===== config.mk =====
export PLATFORM = sky130hd
export DESIGN_NAME = flash_cmd_sequencer
export DESIGN_NICKNAME = d
export VERILOG_FILES = /design/src/rtl/seq_pkg.sv /design/src/rtl/byte_stream_if.sv /design/src/rtl/byte_fifo.sv /design/src/rtl/flash_cmd_sequencer.sv
export VERILOG_INCLUDE_DIRS = /design/src /design/src/rtl
export SDC_FILE = /design/constraint.sdc
export NUM_CORES = 1
export LEC_CHECK = 0
export BUFFER_PORTS_ARGS = -buffer_cell sky130_fd_sc_hd__buf_4
export CORE_ASPECT_RATIO = 1.25
export CORE_MARGIN = 1.5
export CORE_UTILIZATION = 30
export CTS_CLUSTER_DIAMETER = 150
export CTS_CLUSTER_SIZE = 8
export DETAILED_ROUTE_END_ITERATION = 10
export PLACE_DENSITY = 0.46
export SLEW_MARGIN = 20
export SYNTH_ARGS = -nofsm -noshare
export SYNTH_HDL_FRONTEND = slang
export SYNTH_SLANG_ARGS = --single-unit

===== constraint.sdc =====
create_clock -name clk -period 2.9 [get_ports clk]
set_input_delay 0.145 -clock clk [delete_from_list [all_inputs] [get_ports clk]]
set_output_delay 0.145 -clock clk [all_outputs]
set_load 0.01 [all_outputs]

===== src/rtl/seq_defs.svh =====
`ifndef SEQ_DEFS_SVH
`define SEQ_DEFS_SVH

// ----------------------------------------
// Serial clock and phase sizing
// ----------------------------------------
// System clocks per serial clock half period (sclk = clk / 4)
`define SCLK_HALF 3'h2
`define SCLK_HALF_LAST 3'h1
// Bits in one command byte, one address of each length, one byte
`define CMD_BITS 20'h0_0008
`define ADDR24_BITS 20'h0_0018
`define ADDR32_BITS 20'h0_0020
`define BYTE_BITS 4'h8
// Option bytes available, and phase counter width
`define OPT_MAX 3'h4
`define CNT_W 20
// Receive FIFO geometry
`define FIFO_WIDTH 8
`define FIFO_DEPTH 8

// ----------------------------------------
// Pin levels
// ----------------------------------------
// Output enables, active low: none, line 0 only, all four
`define OE_NONE 4'hF
`define OE_LINE0 4'hE
`define OE_ALL 4'h0
// Single-line mode reads the flash output on line 1
`define MISO_LINE 1

`endif


===== src/rtl/seq_pkg.sv =====
package seq_pkg;

  // Phase states, Gray coded along the command path
  typedef enum logic [2:0] {
    ST_IDLE  = 3'b000,
    ST_CMD   = 3'b001,
    ST_ADDR  = 3'b011,
    ST_OPT   = 3'b010,
    ST_DUMMY = 3'b110,
    ST_DATA  = 3'b111,
    ST_DONE  = 3'b101
  } phase_t;

  typedef logic [7:0] byte_t;
  typedef logic [3:0] quad_t;

endpackage


===== src/rtl/byte_stream_if.sv =====
`timescale 1ns/1ps

// Valid/ready byte stream between sequencer and receive FIFO
interface byte_stream_if #(parameter int W = 8);
  logic valid;
  logic ready;
  logic [W-1:0] data;
  modport src (output valid, output data, input ready);
  modport snk (input valid, input data, output ready);
endinterface


===== src/rtl/byte_fifo.sv =====
`timescale 1ns/1ps

module byte_fifo #(
  parameter int WIDTH = 8,
  parameter int DEPTH = 8
) (
  input wire logic clk,
  input wire logic rst_n,
  byte_stream_if.snk fill,
  byte_stream_if.src drain
);
  localparam int AW = $clog2(DEPTH);

  logic [WIDTH-1:0] mem [DEPTH];
  logic [AW-1:0] wptr_reg, wptr_next, rptr_reg, rptr_next;
  logic [AW:0] cnt_reg, cnt_next;
  logic do_push, do_pop;

  // ----------------------------------------
  // Handshake and pointers
  // ----------------------------------------
  assign fill.ready = (cnt_reg != (AW+1)'(DEPTH));
  assign drain.valid = (cnt_reg != '0);
  assign drain.data = mem[rptr_reg];
  assign do_push = fill.valid && fill.ready;
  assign do_pop = drain.valid && drain.ready;

  // Wrap explicitly so a depth that is not a power of two still works
  always_comb begin
    wptr_next = wptr_reg;
    rptr_next = rptr_reg;
    cnt_next = cnt_reg;
    if (do_push) begin
      wptr_next = (wptr_reg == AW'(DEPTH - 1)) ? '0 : wptr_reg + AW'(1);
    end
    if (do_pop) begin
      rptr_next = (rptr_reg == AW'(DEPTH - 1)) ? '0 : rptr_reg + AW'(1);
    end
    if (do_push && !do_pop) begin
      cnt_next = cnt_reg + (AW+1)'(1);
    end else if (do_pop && !do_push) begin
      cnt_next = cnt_reg - (AW+1)'(1);
    end
  end

  always_ff @(posedge clk or negedge rst_n) begin
    if (!rst_n) begin
      wptr_reg <= '0;
      rptr_reg <= '0;
      cnt_reg <= '0;
    end else begin
      wptr_reg <= wptr_next;
      rptr_reg <= rptr_next;
      cnt_reg <= cnt_next;
    end
  end

  // Storage carries no reset; only written entries are ever read
  always_ff @(posedge clk) begin
    if (do_push) begin
      mem[wptr_reg] <= fill.data;
    end
  end

endmodule


===== src/rtl/flash_cmd_sequencer.sv =====
// Notes on behaviour
// - Software may leave out the dummy phase, and then the data phase follows directly.
// - Dummy cycles drive either line 0 alone or all four lines, as software selects.
// - The dummy phase lasts from one to eight serial clocks as set by its count field.
// - Received data are sampled from one line or from four lines in parallel.
// - Received data are captured on the rising edge only, or on both serial clock edges.
// - In manual mode instruction fetches from the mapped flash space are refused.
// - Pin waveforms of a manual command follow from the configuration inputs; in the data phase sclk also waits for receive FIFO space.
// - The option phase sends none or the first one to four option bytes, first byte first.
// - The address phase sends a 24-bit or a 32-bit address, as selected.
`timescale 1ns/1ps
`include "seq_defs.svh"

module flash_cmd_sequencer (
  input wire logic clk,
  input wire logic rst_n,
  input wire logic manual_mode,
  input wire logic start,
  input wire seq_pkg::byte_t cmd_code,
  input wire logic addr_en,
  input wire logic [31:0] addr,
  input wire logic addr_32,
  input wire logic addr_quad,
  input wire logic [2:0] opt_count,
  input wire logic opt_quad,
  input wire seq_pkg::byte_t option_byte_first,
  input wire seq_pkg::byte_t option_byte_second,
  input wire seq_pkg::byte_t option_byte_third,
  input wire seq_pkg::byte_t option_byte_fourth,
  input wire logic dummy_en,
  input wire logic dummy_quad,
  input wire logic [2:0] dummy_cycles,
  input wire logic data_quad,
  input wire logic data_ddr,
  input wire logic [15:0] data_bytes,
  input wire logic fetch_req,
  input wire seq_pkg::quad_t io_in,
  input wire logic rx_ready,
  output logic busy,
  output logic fetch_refused,
  output logic cs_n,
  output logic sclk,
  output seq_pkg::quad_t io_out,
  output seq_pkg::quad_t io_oe_n,
  output seq_pkg::byte_t rx_data,
  output logic rx_valid
);
  import seq_pkg::*;

  phase_t state_reg, state_next, ld_phase;
  phase_t after_cmd, after_addr, after_opt, after_dummy;
  logic [2:0] div_reg, div_next;
  logic sclk_reg, sclk_next, cs_n_reg, cs_n_next, busy_reg, busy_next;
  logic [31:0] sr_reg, sr_next, ld_sr;
  logic [`CNT_W-1:0] cnt_reg, cnt_next, ld_cnt, ld_bits;
  logic w4_reg, w4_next, ld_w4;
  quad_t io_out_reg, io_out_next, oe_n_reg, oe_n_next;
  quad_t sync1_reg, sync2_reg;
  byte_t acc_reg, acc_next, push_data_reg, push_data_next;
  logic [3:0] nbits_reg, nbits_next;
  logic push_valid_reg, push_valid_next, refused_reg, refused_next;
  byte_t out_data_reg, out_data_next;
  logic out_valid_reg, out_valid_next;
  logic tick, rise, fall, stall, sample, sample_reg, sample_w4_reg;
  logic [2:0] opt_n;

  byte_stream_if #(.W(`FIFO_WIDTH)) push_s ();
  byte_stream_if #(.W(`FIFO_WIDTH)) pop_s ();

  byte_fifo #(.WIDTH(`FIFO_WIDTH), .DEPTH(`FIFO_DEPTH)) rx_fifo (
    .clk(clk),
    .rst_n(rst_n),
    .fill(push_s),
    .drain(pop_s)
  );

  // ----------------------------------------
  // Phase order and per-phase load values
  // ----------------------------------------
  // Disabled phases are skipped, order stays fixed
  assign opt_n = (opt_count > `OPT_MAX) ? `OPT_MAX : opt_count;
  assign after_dummy = (data_bytes != '0) ? ST_DATA : ST_DONE;
  assign after_opt = dummy_en ? ST_DUMMY : after_dummy;
  assign after_addr = (opt_n != '0) ? ST_OPT : after_opt;
  assign after_cmd = addr_en ? ST_ADDR : after_addr;

  always_comb begin
    ld_phase = ST_CMD;
    ld_sr = '0;
    ld_bits = '0;
    ld_cnt = `CNT_W'(1);
    ld_w4 = 1'b0;
    unique case (state_reg)
      ST_CMD: ld_phase = after_cmd;
      ST_ADDR: ld_phase = after_addr;
      ST_OPT: ld_phase = after_opt;
      ST_DUMMY: ld_phase = after_dummy;
      ST_DATA: ld_phase = ST_DONE;
      default: ld_phase = ST_CMD;
    endcase
    unique case (ld_phase)
      ST_CMD: begin
        ld_sr = {cmd_code, 24'h00_0000};
        ld_cnt = `CMD_BITS;
      end
      ST_ADDR: begin
        ld_sr = addr_32 ? addr : {addr[23:0], 8'h00};
        ld_bits = addr_32 ? `ADDR32_BITS : `ADDR24_BITS;
        ld_w4 = addr_quad;
        ld_cnt = ld_w4 ? (ld_bits >> 2) : ld_bits;
      end
      ST_OPT: begin
        // First byte leaves first, later bytes follow downward
        ld_sr = {option_byte_first, option_byte_second,
                 option_byte_third, option_byte_fourth};
        ld_bits = {14'h0000, opt_n, 3'h0};
        ld_w4 = opt_quad;
        ld_cnt = ld_w4 ? (ld_bits >> 2) : ld_bits;
      end
      ST_DUMMY: begin
        ld_w4 = dummy_quad;
        ld_cnt = {17'h0_0000, dummy_cycles} + `CNT_W'(1);
      end
      ST_DATA: begin
        ld_bits = {1'b0, data_bytes, 3'h0};
        ld_w4 = data_quad;
        ld_cnt = (ld_w4 ? (ld_bits >> 2) : ld_bits) >> data_ddr;
      end
      default: ld_cnt = `CNT_W'(1);
    endcase
  end

  // ----------------------------------------
  // Sequencer, serial clock and receive path
  // ----------------------------------------
  // A full FIFO freezes the data phase clock rather than dropping bytes; other phases run on
  assign stall = push_valid_reg && !push_s.ready && (state_reg == ST_DATA);
  assign tick = busy_reg && !stall && (div_reg == `SCLK_HALF_LAST);
  assign rise = tick && !sclk_reg && (state_reg != ST_DONE);
  assign fall = tick && sclk_reg;
  assign sample = (state_reg == ST_DATA) && (rise || (fall && data_ddr));

  always_comb begin
    state_next = state_reg;
    div_next = div_reg;
    sclk_next = sclk_reg;
    cs_n_next = cs_n_reg;
    busy_next = busy_reg;
    sr_next = sr_reg;
    cnt_next = cnt_reg;
    w4_next = w4_reg;
    acc_next = acc_reg;
    nbits_next = nbits_reg;
    push_valid_next = push_valid_reg;
    push_data_next = push_data_reg;
    refused_next = manual_mode && fetch_req;
    if (state_reg == ST_IDLE) begin
      // Commands only start in manual mode
      if (start && manual_mode) begin
        state_next = ST_CMD;
        sr_next = ld_sr;
        cnt_next = ld_cnt;
        w4_next = ld_w4;
        cs_n_next = 1'b0;
        busy_next = 1'b1;
        div_next = '0;
        nbits_next = '0;
      end
    end else begin
      if (!stall) begin
        div_next = tick ? 3'h0 : div_reg + 3'h1;
      end
      if (rise) begin
        sclk_next = 1'b1;
      end
      if (fall) begin
        sclk_next = 1'b0;
      end
      if (state_reg == ST_DONE) begin
        if (tick) begin
          state_next = ST_IDLE;
          busy_next = 1'b0;
        end
      end else if (fall) begin
        if (cnt_reg == `CNT_W'(1)) begin
          state_next = ld_phase;
          sr_next = ld_sr;
          cnt_next = ld_cnt;
          w4_next = ld_w4;
          cs_n_next = (ld_phase == ST_DONE);
        end else begin
          sr_next = w4_reg ? {sr_reg[27:0], 4'h0} : {sr_reg[30:0], 1'b0};
          cnt_next = cnt_reg - `CNT_W'(1);
        end
      end
    end
    // Accepted byte clears first so a new byte in the same cycle wins
    if (push_valid_reg && push_s.ready) begin
      push_valid_next = 1'b0;
    end
    if (sample_reg) begin // One clock late: the pin level needs the sync delay
      acc_next = sample_w4_reg ? {acc_reg[3:0], sync2_reg}
                               : {acc_reg[6:0], sync2_reg[`MISO_LINE]};
      nbits_next = nbits_reg + (sample_w4_reg ? 4'h4 : 4'h1);
      if (nbits_next == `BYTE_BITS) begin
        push_valid_next = 1'b1;
        push_data_next = acc_next;
        nbits_next = '0;
      end
    end
  end

  // Pin drive follows the phase that will be active next cycle
  always_comb begin
    io_out_next = '0;
    oe_n_next = `OE_NONE;
    unique case (state_next)
      ST_CMD, ST_ADDR, ST_OPT, ST_DUMMY: begin
        io_out_next = w4_next ? sr_next[31:28] : {3'h0, sr_next[31]};
        oe_n_next = w4_next ? `OE_ALL : `OE_LINE0;
      end
      default: oe_n_next = `OE_NONE;
    endcase
  end

  // Output stage keeps the receive outputs straight from flops
  assign pop_s.ready = !out_valid_reg || rx_ready;
  assign push_s.valid = push_valid_reg;
  assign push_s.data = push_data_reg;

  always_comb begin
    out_valid_next = out_valid_reg;
    out_data_next = out_data_reg;
    if (pop_s.ready) begin
      out_valid_next = pop_s.valid;
      out_data_next = pop_s.valid ? pop_s.data : out_data_reg;
    end
  end

  always_ff @(posedge clk or negedge rst_n) begin
    if (!rst_n) begin
      state_reg <= ST_IDLE;
      div_reg <= '0;
      sclk_reg <= 1'b0;
      cs_n_reg <= 1'b1;
      busy_reg <= 1'b0;
      sr_reg <= '0;
      cnt_reg <= '0;
      w4_reg <= 1'b0;
      io_out_reg <= '0;
      oe_n_reg <= `OE_NONE;
      sync1_reg <= '0;
      sync2_reg <= '0;
      sample_reg <= 1'b0;
      sample_w4_reg <= 1'b0;
      acc_reg <= '0;
      nbits_reg <= '0;
      push_valid_reg <= 1'b0;
      push_data_reg <= '0;
      refused_reg <= 1'b0;
      out_valid_reg <= 1'b0;
      out_data_reg <= '0;
    end else begin
      state_reg <= state_next;
      div_reg <= div_next;
      sclk_reg <= sclk_next;
      cs_n_reg <= cs_n_next;
      busy_reg <= busy_next;
      sr_reg <= sr_next;
      cnt_reg <= cnt_next;
      w4_reg <= w4_next;
      io_out_reg <= io_out_next;
      oe_n_reg <= oe_n_next;
      sync1_reg <= io_in;
      sync2_reg <= sync1_reg;
      sample_reg <= sample;
      sample_w4_reg <= w4_reg;
      acc_reg <= acc_next;
      nbits_reg <= nbits_next;
      push_valid_reg <= push_valid_next;
      push_data_reg <= push_data_next;
      refused_reg <= refused_next;
      out_valid_reg <= out_valid_next;
      out_data_reg <= out_data_next;
    end
  end

  assign busy = busy_reg;
  assign fetch_refused = refused_reg;
  assign cs_n = cs_n_reg;
  assign sclk = sclk_reg;
  assign io_out = io_out_reg;
  assign io_oe_n = oe_n_reg;
  assign rx_data = out_data_reg;
  assign rx_valid = out_valid_reg;

endmodule


==> run_summary.xml <==
<?xml version="1.0" encoding="UTF-8"?>
<metrics>
  <group name="routing">
    <metric name="drt_first_iter_violations" unit="">372</metric>
    <metric name="dr_total_vias" unit="">7602</metric>
    <metric name="wl_per_cell" unit="um">18.3</metric>
    <metric name="wirelength" unit="mm">27.1</metric>
    <metric name="remaining_drc_errors" unit="">0</metric>
    <metric name="vias_per_cell" unit="">5.13</metric>
    <metric name="first_pass_iters" unit="">5</metric>
    <metric name="drt.antenna.violating_nets" unit="">0</metric>
  </group>
  <group name="clocking">
    <metric name="clk-insertion-delay-late" unit="ns">0.43</metric>
    <metric name="htree_levels" unit="">4</metric>
    <metric name="number_of_clock_buffers_inserted_by_tritoncts" unit="">17</metric>
    <metric name="buffer_cell_driving_the_clock_tree_root" unit="">sky130_fd_sc_hd__clkbuf_16</metric>
    <metric name="clock_sinks" unit="">182</metric>
    <metric name="clkTransAtPathRegs" unit="ns">0.08</metric>
    <metric name="cts_tree" unit="">yes</metric>
    <metric name="max-clock-path-buffers" unit="">2</metric>
  </group>
  <group name="die">
    <metric name="die_area" unit="mm2">0.0333</metric>
    <metric name="num_rows" unit="">73</metric>
    <metric name="core-area" unit="mm2">0.0318</metric>
    <metric name="die_width" unit="um">164</metric>
    <metric name="initial_core_util" unit="%">30.4</metric>
    <metric name="boundaryPins" unit="">133</metric>
    <metric name="die-height" unit="um">204</metric>
  </group>
  <group name="synth">
    <metric name="synth-edff-count" unit="">64</metric>
    <metric name="synth_top_flop_cell" unit="">sky130_fd_sc_hd__dfrtp_1</metric>
    <metric name="syn_inst" unit="">894</metric>
    <metric name="synth_warnings" unit="">0</metric>
    <metric name="synth_area" unit="mm2">0.00967</metric>
    <metric name="yosys_register_bits" unit="">182</metric>
    <metric name="top_area_cells_in_the_synthesized_netlist" unit="">sky130_fd_sc_hd__dfrtp_1 30%, sky130_fd_sc_hd__edfxtp_1 20%, sky130_fd_sc_hd__mux2i_1 7.8%, sky130_fd_sc_hd__mux4_2 3.7%, sky130_fd_sc_hd__nor2_1 3.3%</metric>
    <metric name="synth_top_cells_by_count" unit="">115 x sky130_fd_sc_hd__dfrtp_1, 85 x sky130_fd_sc_hd__nor2_1, 81 x sky130_fd_sc_hd__nand2_1</metric>
    <metric name="yosysTopAreaCell" unit="">sky130_fd_sc_hd__dfrtp_1</metric>
    <metric name="synth-async-reset-ratio" unit="%">64.8</metric>
    <metric name="synth_top_family_by_area" unit="">compound AO/OA/AOI/OAI gates</metric>
    <metric name="synth-compound-area-share" unit="%">15.6</metric>
    <metric name="yosys.cell_types.count" unit="">77</metric>
    <metric name="yosys_top_cell_area_share" unit="%">29.8</metric>
    <metric name="synthMuxAreaShare" unit="%">13.6</metric>
    <metric name="synth-simple-area-share" unit="%">13.8</metric>
    <metric name="synthMostInstantiatedCell" unit="">sky130_fd_sc_hd__dfrtp_1</metric>
    <metric name="syn-num-nets" unit="">1025</metric>
    <metric name="post_synth_fa_ha_maj_area_fraction" unit="%">2.54</metric>
    <metric name="yosys.area_share.xor_xnor" unit="%">0.724</metric>
    <metric name="synth.yosys.seq_area_share" unit="%">50.4</metric>
    <metric name="mean_syn_cell_area" unit="um2">10.8</metric>
  </group>
  <group name="pwr">
    <metric name="power.sequential.fraction" unit="%">40.3</metric>
    <metric name="total_switching_power" unit="mW">3.20</metric>
    <metric name="comb_power_share" unit="%">32.3</metric>
    <metric name="power.leakage" unit="nW">4.81</metric>
    <metric name="netSwitchingFraction" unit="%">35.4</metric>
    <metric name="p_int" unit="mW">5.85</metric>
    <metric name="clockPowerShare" unit="%">27.4</metric>
    <metric name="worst_ir_drop_vdd" unit="mV">0.430</metric>
    <metric name="p_per_area" unit="mW/mm2">744</metric>
    <metric name="power" unit="mW">9.05</metric>
  </group>
  <group name="global_routing">
    <metric name="grt_pass1_vias" unit="">7904</metric>
    <metric name="grt-ovfl-total" unit="">0</metric>
    <metric name="grt.total_usage" unit="%">17.1</metric>
    <metric name="wire_length_of_the_first_global_routing_pass" unit="mm">43.9</metric>
    <metric name="number_of_antenna_violations_at_the_first_check_in_global_routing" unit="">0</metric>
    <metric name="grt_start_max_net_pins" unit="">106</metric>
  </group>
  <group name="outcome">
    <metric name="outcome" unit="">finished, final reports clean</metric>
  </group>
  <group name="critical_path">
    <metric name="timing.critical_path.from_type" unit="">register</metric>
    <metric name="critPathArrivalTime" unit="ns">3.10</metric>
    <metric name="crit_fanout" unit="">5</metric>
    <metric name="max_stage_delay" unit="ns">0.58</metric>
    <metric name="critical_path_start_end_classification" unit="">register to register</metric>
    <metric name="cp_cell_sequence" unit="">or4_1 -&gt; or4_1 -&gt; buf_4 -&gt; nor2_1 -&gt; a31oi_1 -&gt; a221o_1 -&gt; o221a_2 -&gt; and3b_1</metric>
    <metric name="cell_repeated_most_along_the_worst_path" unit="">sky130_fd_sc_hd__or4_1</metric>
    <metric name="cp_capture_type" unit="">register</metric>
    <metric name="critical_path.slowest_cell" unit="">sky130_fd_sc_hd__or4_1</metric>
    <metric name="cp_data_required_time" unit="ns">3.23</metric>
  </group>
  <group name="timing">
    <metric name="worst_slew_margin_rel" unit="%">58.8</metric>
    <metric name="grt_setup_unrepaired" unit="">false</metric>
    <metric name="timing.setup.tns" unit="ns">0</metric>
    <metric name="timing.final.max_slew_violations" unit="">0</metric>
    <metric name="final.period_utilization" unit="%">95.6</metric>
    <metric name="max_freq" unit="MHz">361</metric>
    <metric name="finClkSkew" unit="ns">0.00924</metric>
    <metric name="final-hold-violation-count" unit="">0</metric>
    <metric name="fin_crit" unit="ns">2.77</metric>
    <metric name="setup_viol_count_final" unit="">0</metric>
    <metric name="tightest_slew" unit="ns">0.618</metric>
  </group>
  <group name="cells_and_area">
    <metric name="antennaDiodeCount" unit="">0</metric>
    <metric name="final_util" unit="%">38.3</metric>
    <metric name="largest_register_ffs" unit="">64</metric>
    <metric name="areaGrowthSynthToFinish" unit="%">25.8</metric>
    <metric name="post_route_cells_drive_above_1_share" unit="%">26.1</metric>
    <metric name="layoutNonFillerInstCount" unit="">1483</metric>
    <metric name="finalNetCount" unit="">1189</metric>
  </group>
  <group name="run">
    <metric name="maxCapViolations" unit="">0</metric>
  </group>
  <group name="placed_design">
    <metric name="place_congestion" unit="">0.816</metric>
    <metric name="placed_cells" unit="">1438</metric>
    <metric name="place_hpwl" unit="mm">20.6</metric>
    <metric name="io_buffer_count" unit="">132</metric>
  </group>
  <group name="min_path">
    <metric name="min-delay-path-class" unit="">primary input to register</metric>
  </group>
</metrics>
worst paths after layout:
path	start	to	slack (ns)	cells after the start
min	option_byte_fourth[4]	sr_reg[4]	0.03	3
min reg2reg	sync1_reg[1]	sync2_reg[1]	0.35	0
max	cnt_reg[10]	io_out[1]	0.13	8
max reg2reg	cnt_reg[10]	io_out[1]	0.13	8
min in group asynchronous	rst_n	rx_data[6]	0.11	2
max in group asynchronous	rst_n	cnt_reg[18]	1.94	3
metrics by stage:
stage / instance area [um2] / worst slack (ns) / hold slack, ns
after detailed placement: 11400 / 0.124 / 0.0245
after floorplan: 9670 / 0.306 / -0.151
after global placement: 11400 / 0.109 / 0.0236
after global routing: 12200 / 0.0114 / 0.0246
final: 12200 / 0.126 / 0.0253
after CTS: 12200 / 0.0908 / 0.00890
worst max-delay path, delay by kind of cell (launching register included):
family	cells	cell delay, ns
simple gates	4	1.47
compound gates	3	0.61
flops	1	0.40
buf+inv	1	0.19
layer usage:
layer / global-route usage, % / vias to the layer above / routed length (um)
li1: - / 3712 / -
met5: 0 / - / 0
met2: 29.7 / 197 / 13700
met1: 21.8 / 3671 / 11900
met4: 4.48 / 0 / 370
met3: 3.07 / 22 / 1140
logic make-up (layout without fill, tap and decap cells):
family | after synthesis | after routing
adder cells (fa/ha/maj) | 19 | 19
buffers and inverters | 75 | 252
AO/OA/AOI/OAI | 225 | 225
multiplexers | 109 | 109
AND/OR/NAND/NOR | 276 | 276
XOR/XNOR | 8 | 8
flip-flops | 182 | 182
final cells by class:
| cell class | count | area (um2) |
|---|---|---|
| fillers | 3193 | 19600 |
| flip-flops and latches | 182 | 4880 |
| multi-input cells | 637 | 4500 |
| repair buffers | 200 | 1550 |
| well taps | 412 | 515 |
| clock buffers | 19 | 475 |
| clock inverters | 13 | 175 |
| inverters | 20 | 75.1 |
power by group through the flow:
stage,clock network [mW],registers [mW],logic [mW]
2_1_floorplan,0,3.51,2.02
6_report,2.48,3.65,2.92
5_1_grt,2.66,3.73,3.24
3_3_place_gp,0,3.70,2.91
3_5_place_dp,0,3.70,2.92
4_1_cts,2.56,3.65,2.94
cells in the final DEF, fill, tap and decap left out, types with 7 or more instances in the layout:
master                          instances
sky130_fd_sc_hd__buf_4                186
sky130_fd_sc_hd__dfrtp_1              115
sky130_fd_sc_hd__nor2_1                85
sky130_fd_sc_hd__nand2_1               81
sky130_fd_sc_hd__mux2i_1               75
sky130_fd_sc_hd__edfxtp_1              64
sky130_fd_sc_hd__a21oi_1               60
sky130_fd_sc_hd__o21ai_0               50
sky130_fd_sc_hd__o221ai_1              23
sky130_fd_sc_hd__inv_1                 20
sky130_fd_sc_hd__clkbuf_16             19
sky130_fd_sc_hd__ha_1                  18
sky130_fd_sc_hd__mux2_2                17
sky130_fd_sc_hd__nor3_1                16
sky130_fd_sc_hd__nand3_1               16
sky130_fd_sc_hd__mux4_2                16
sky130_fd_sc_hd__nor4_1                15
sky130_fd_sc_hd__a221oi_1              14
sky130_fd_sc_hd__dlygate4sd3_1         13
sky130_fd_sc_hd__o22ai_1               12
sky130_fd_sc_hd__nand2b_1               9
sky130_fd_sc_hd__or3_1                  8
sky130_fd_sc_hd__nand4_1                7
timing repair:
item,4_1_cts,5_1_grt
hold buffers,13,0
hold endpoints to repair,24,0
setup endpoints to repair,0,17
gates resized for setup,0,3
setup buffers,0,0
Power figures use the tool's default switching activity.
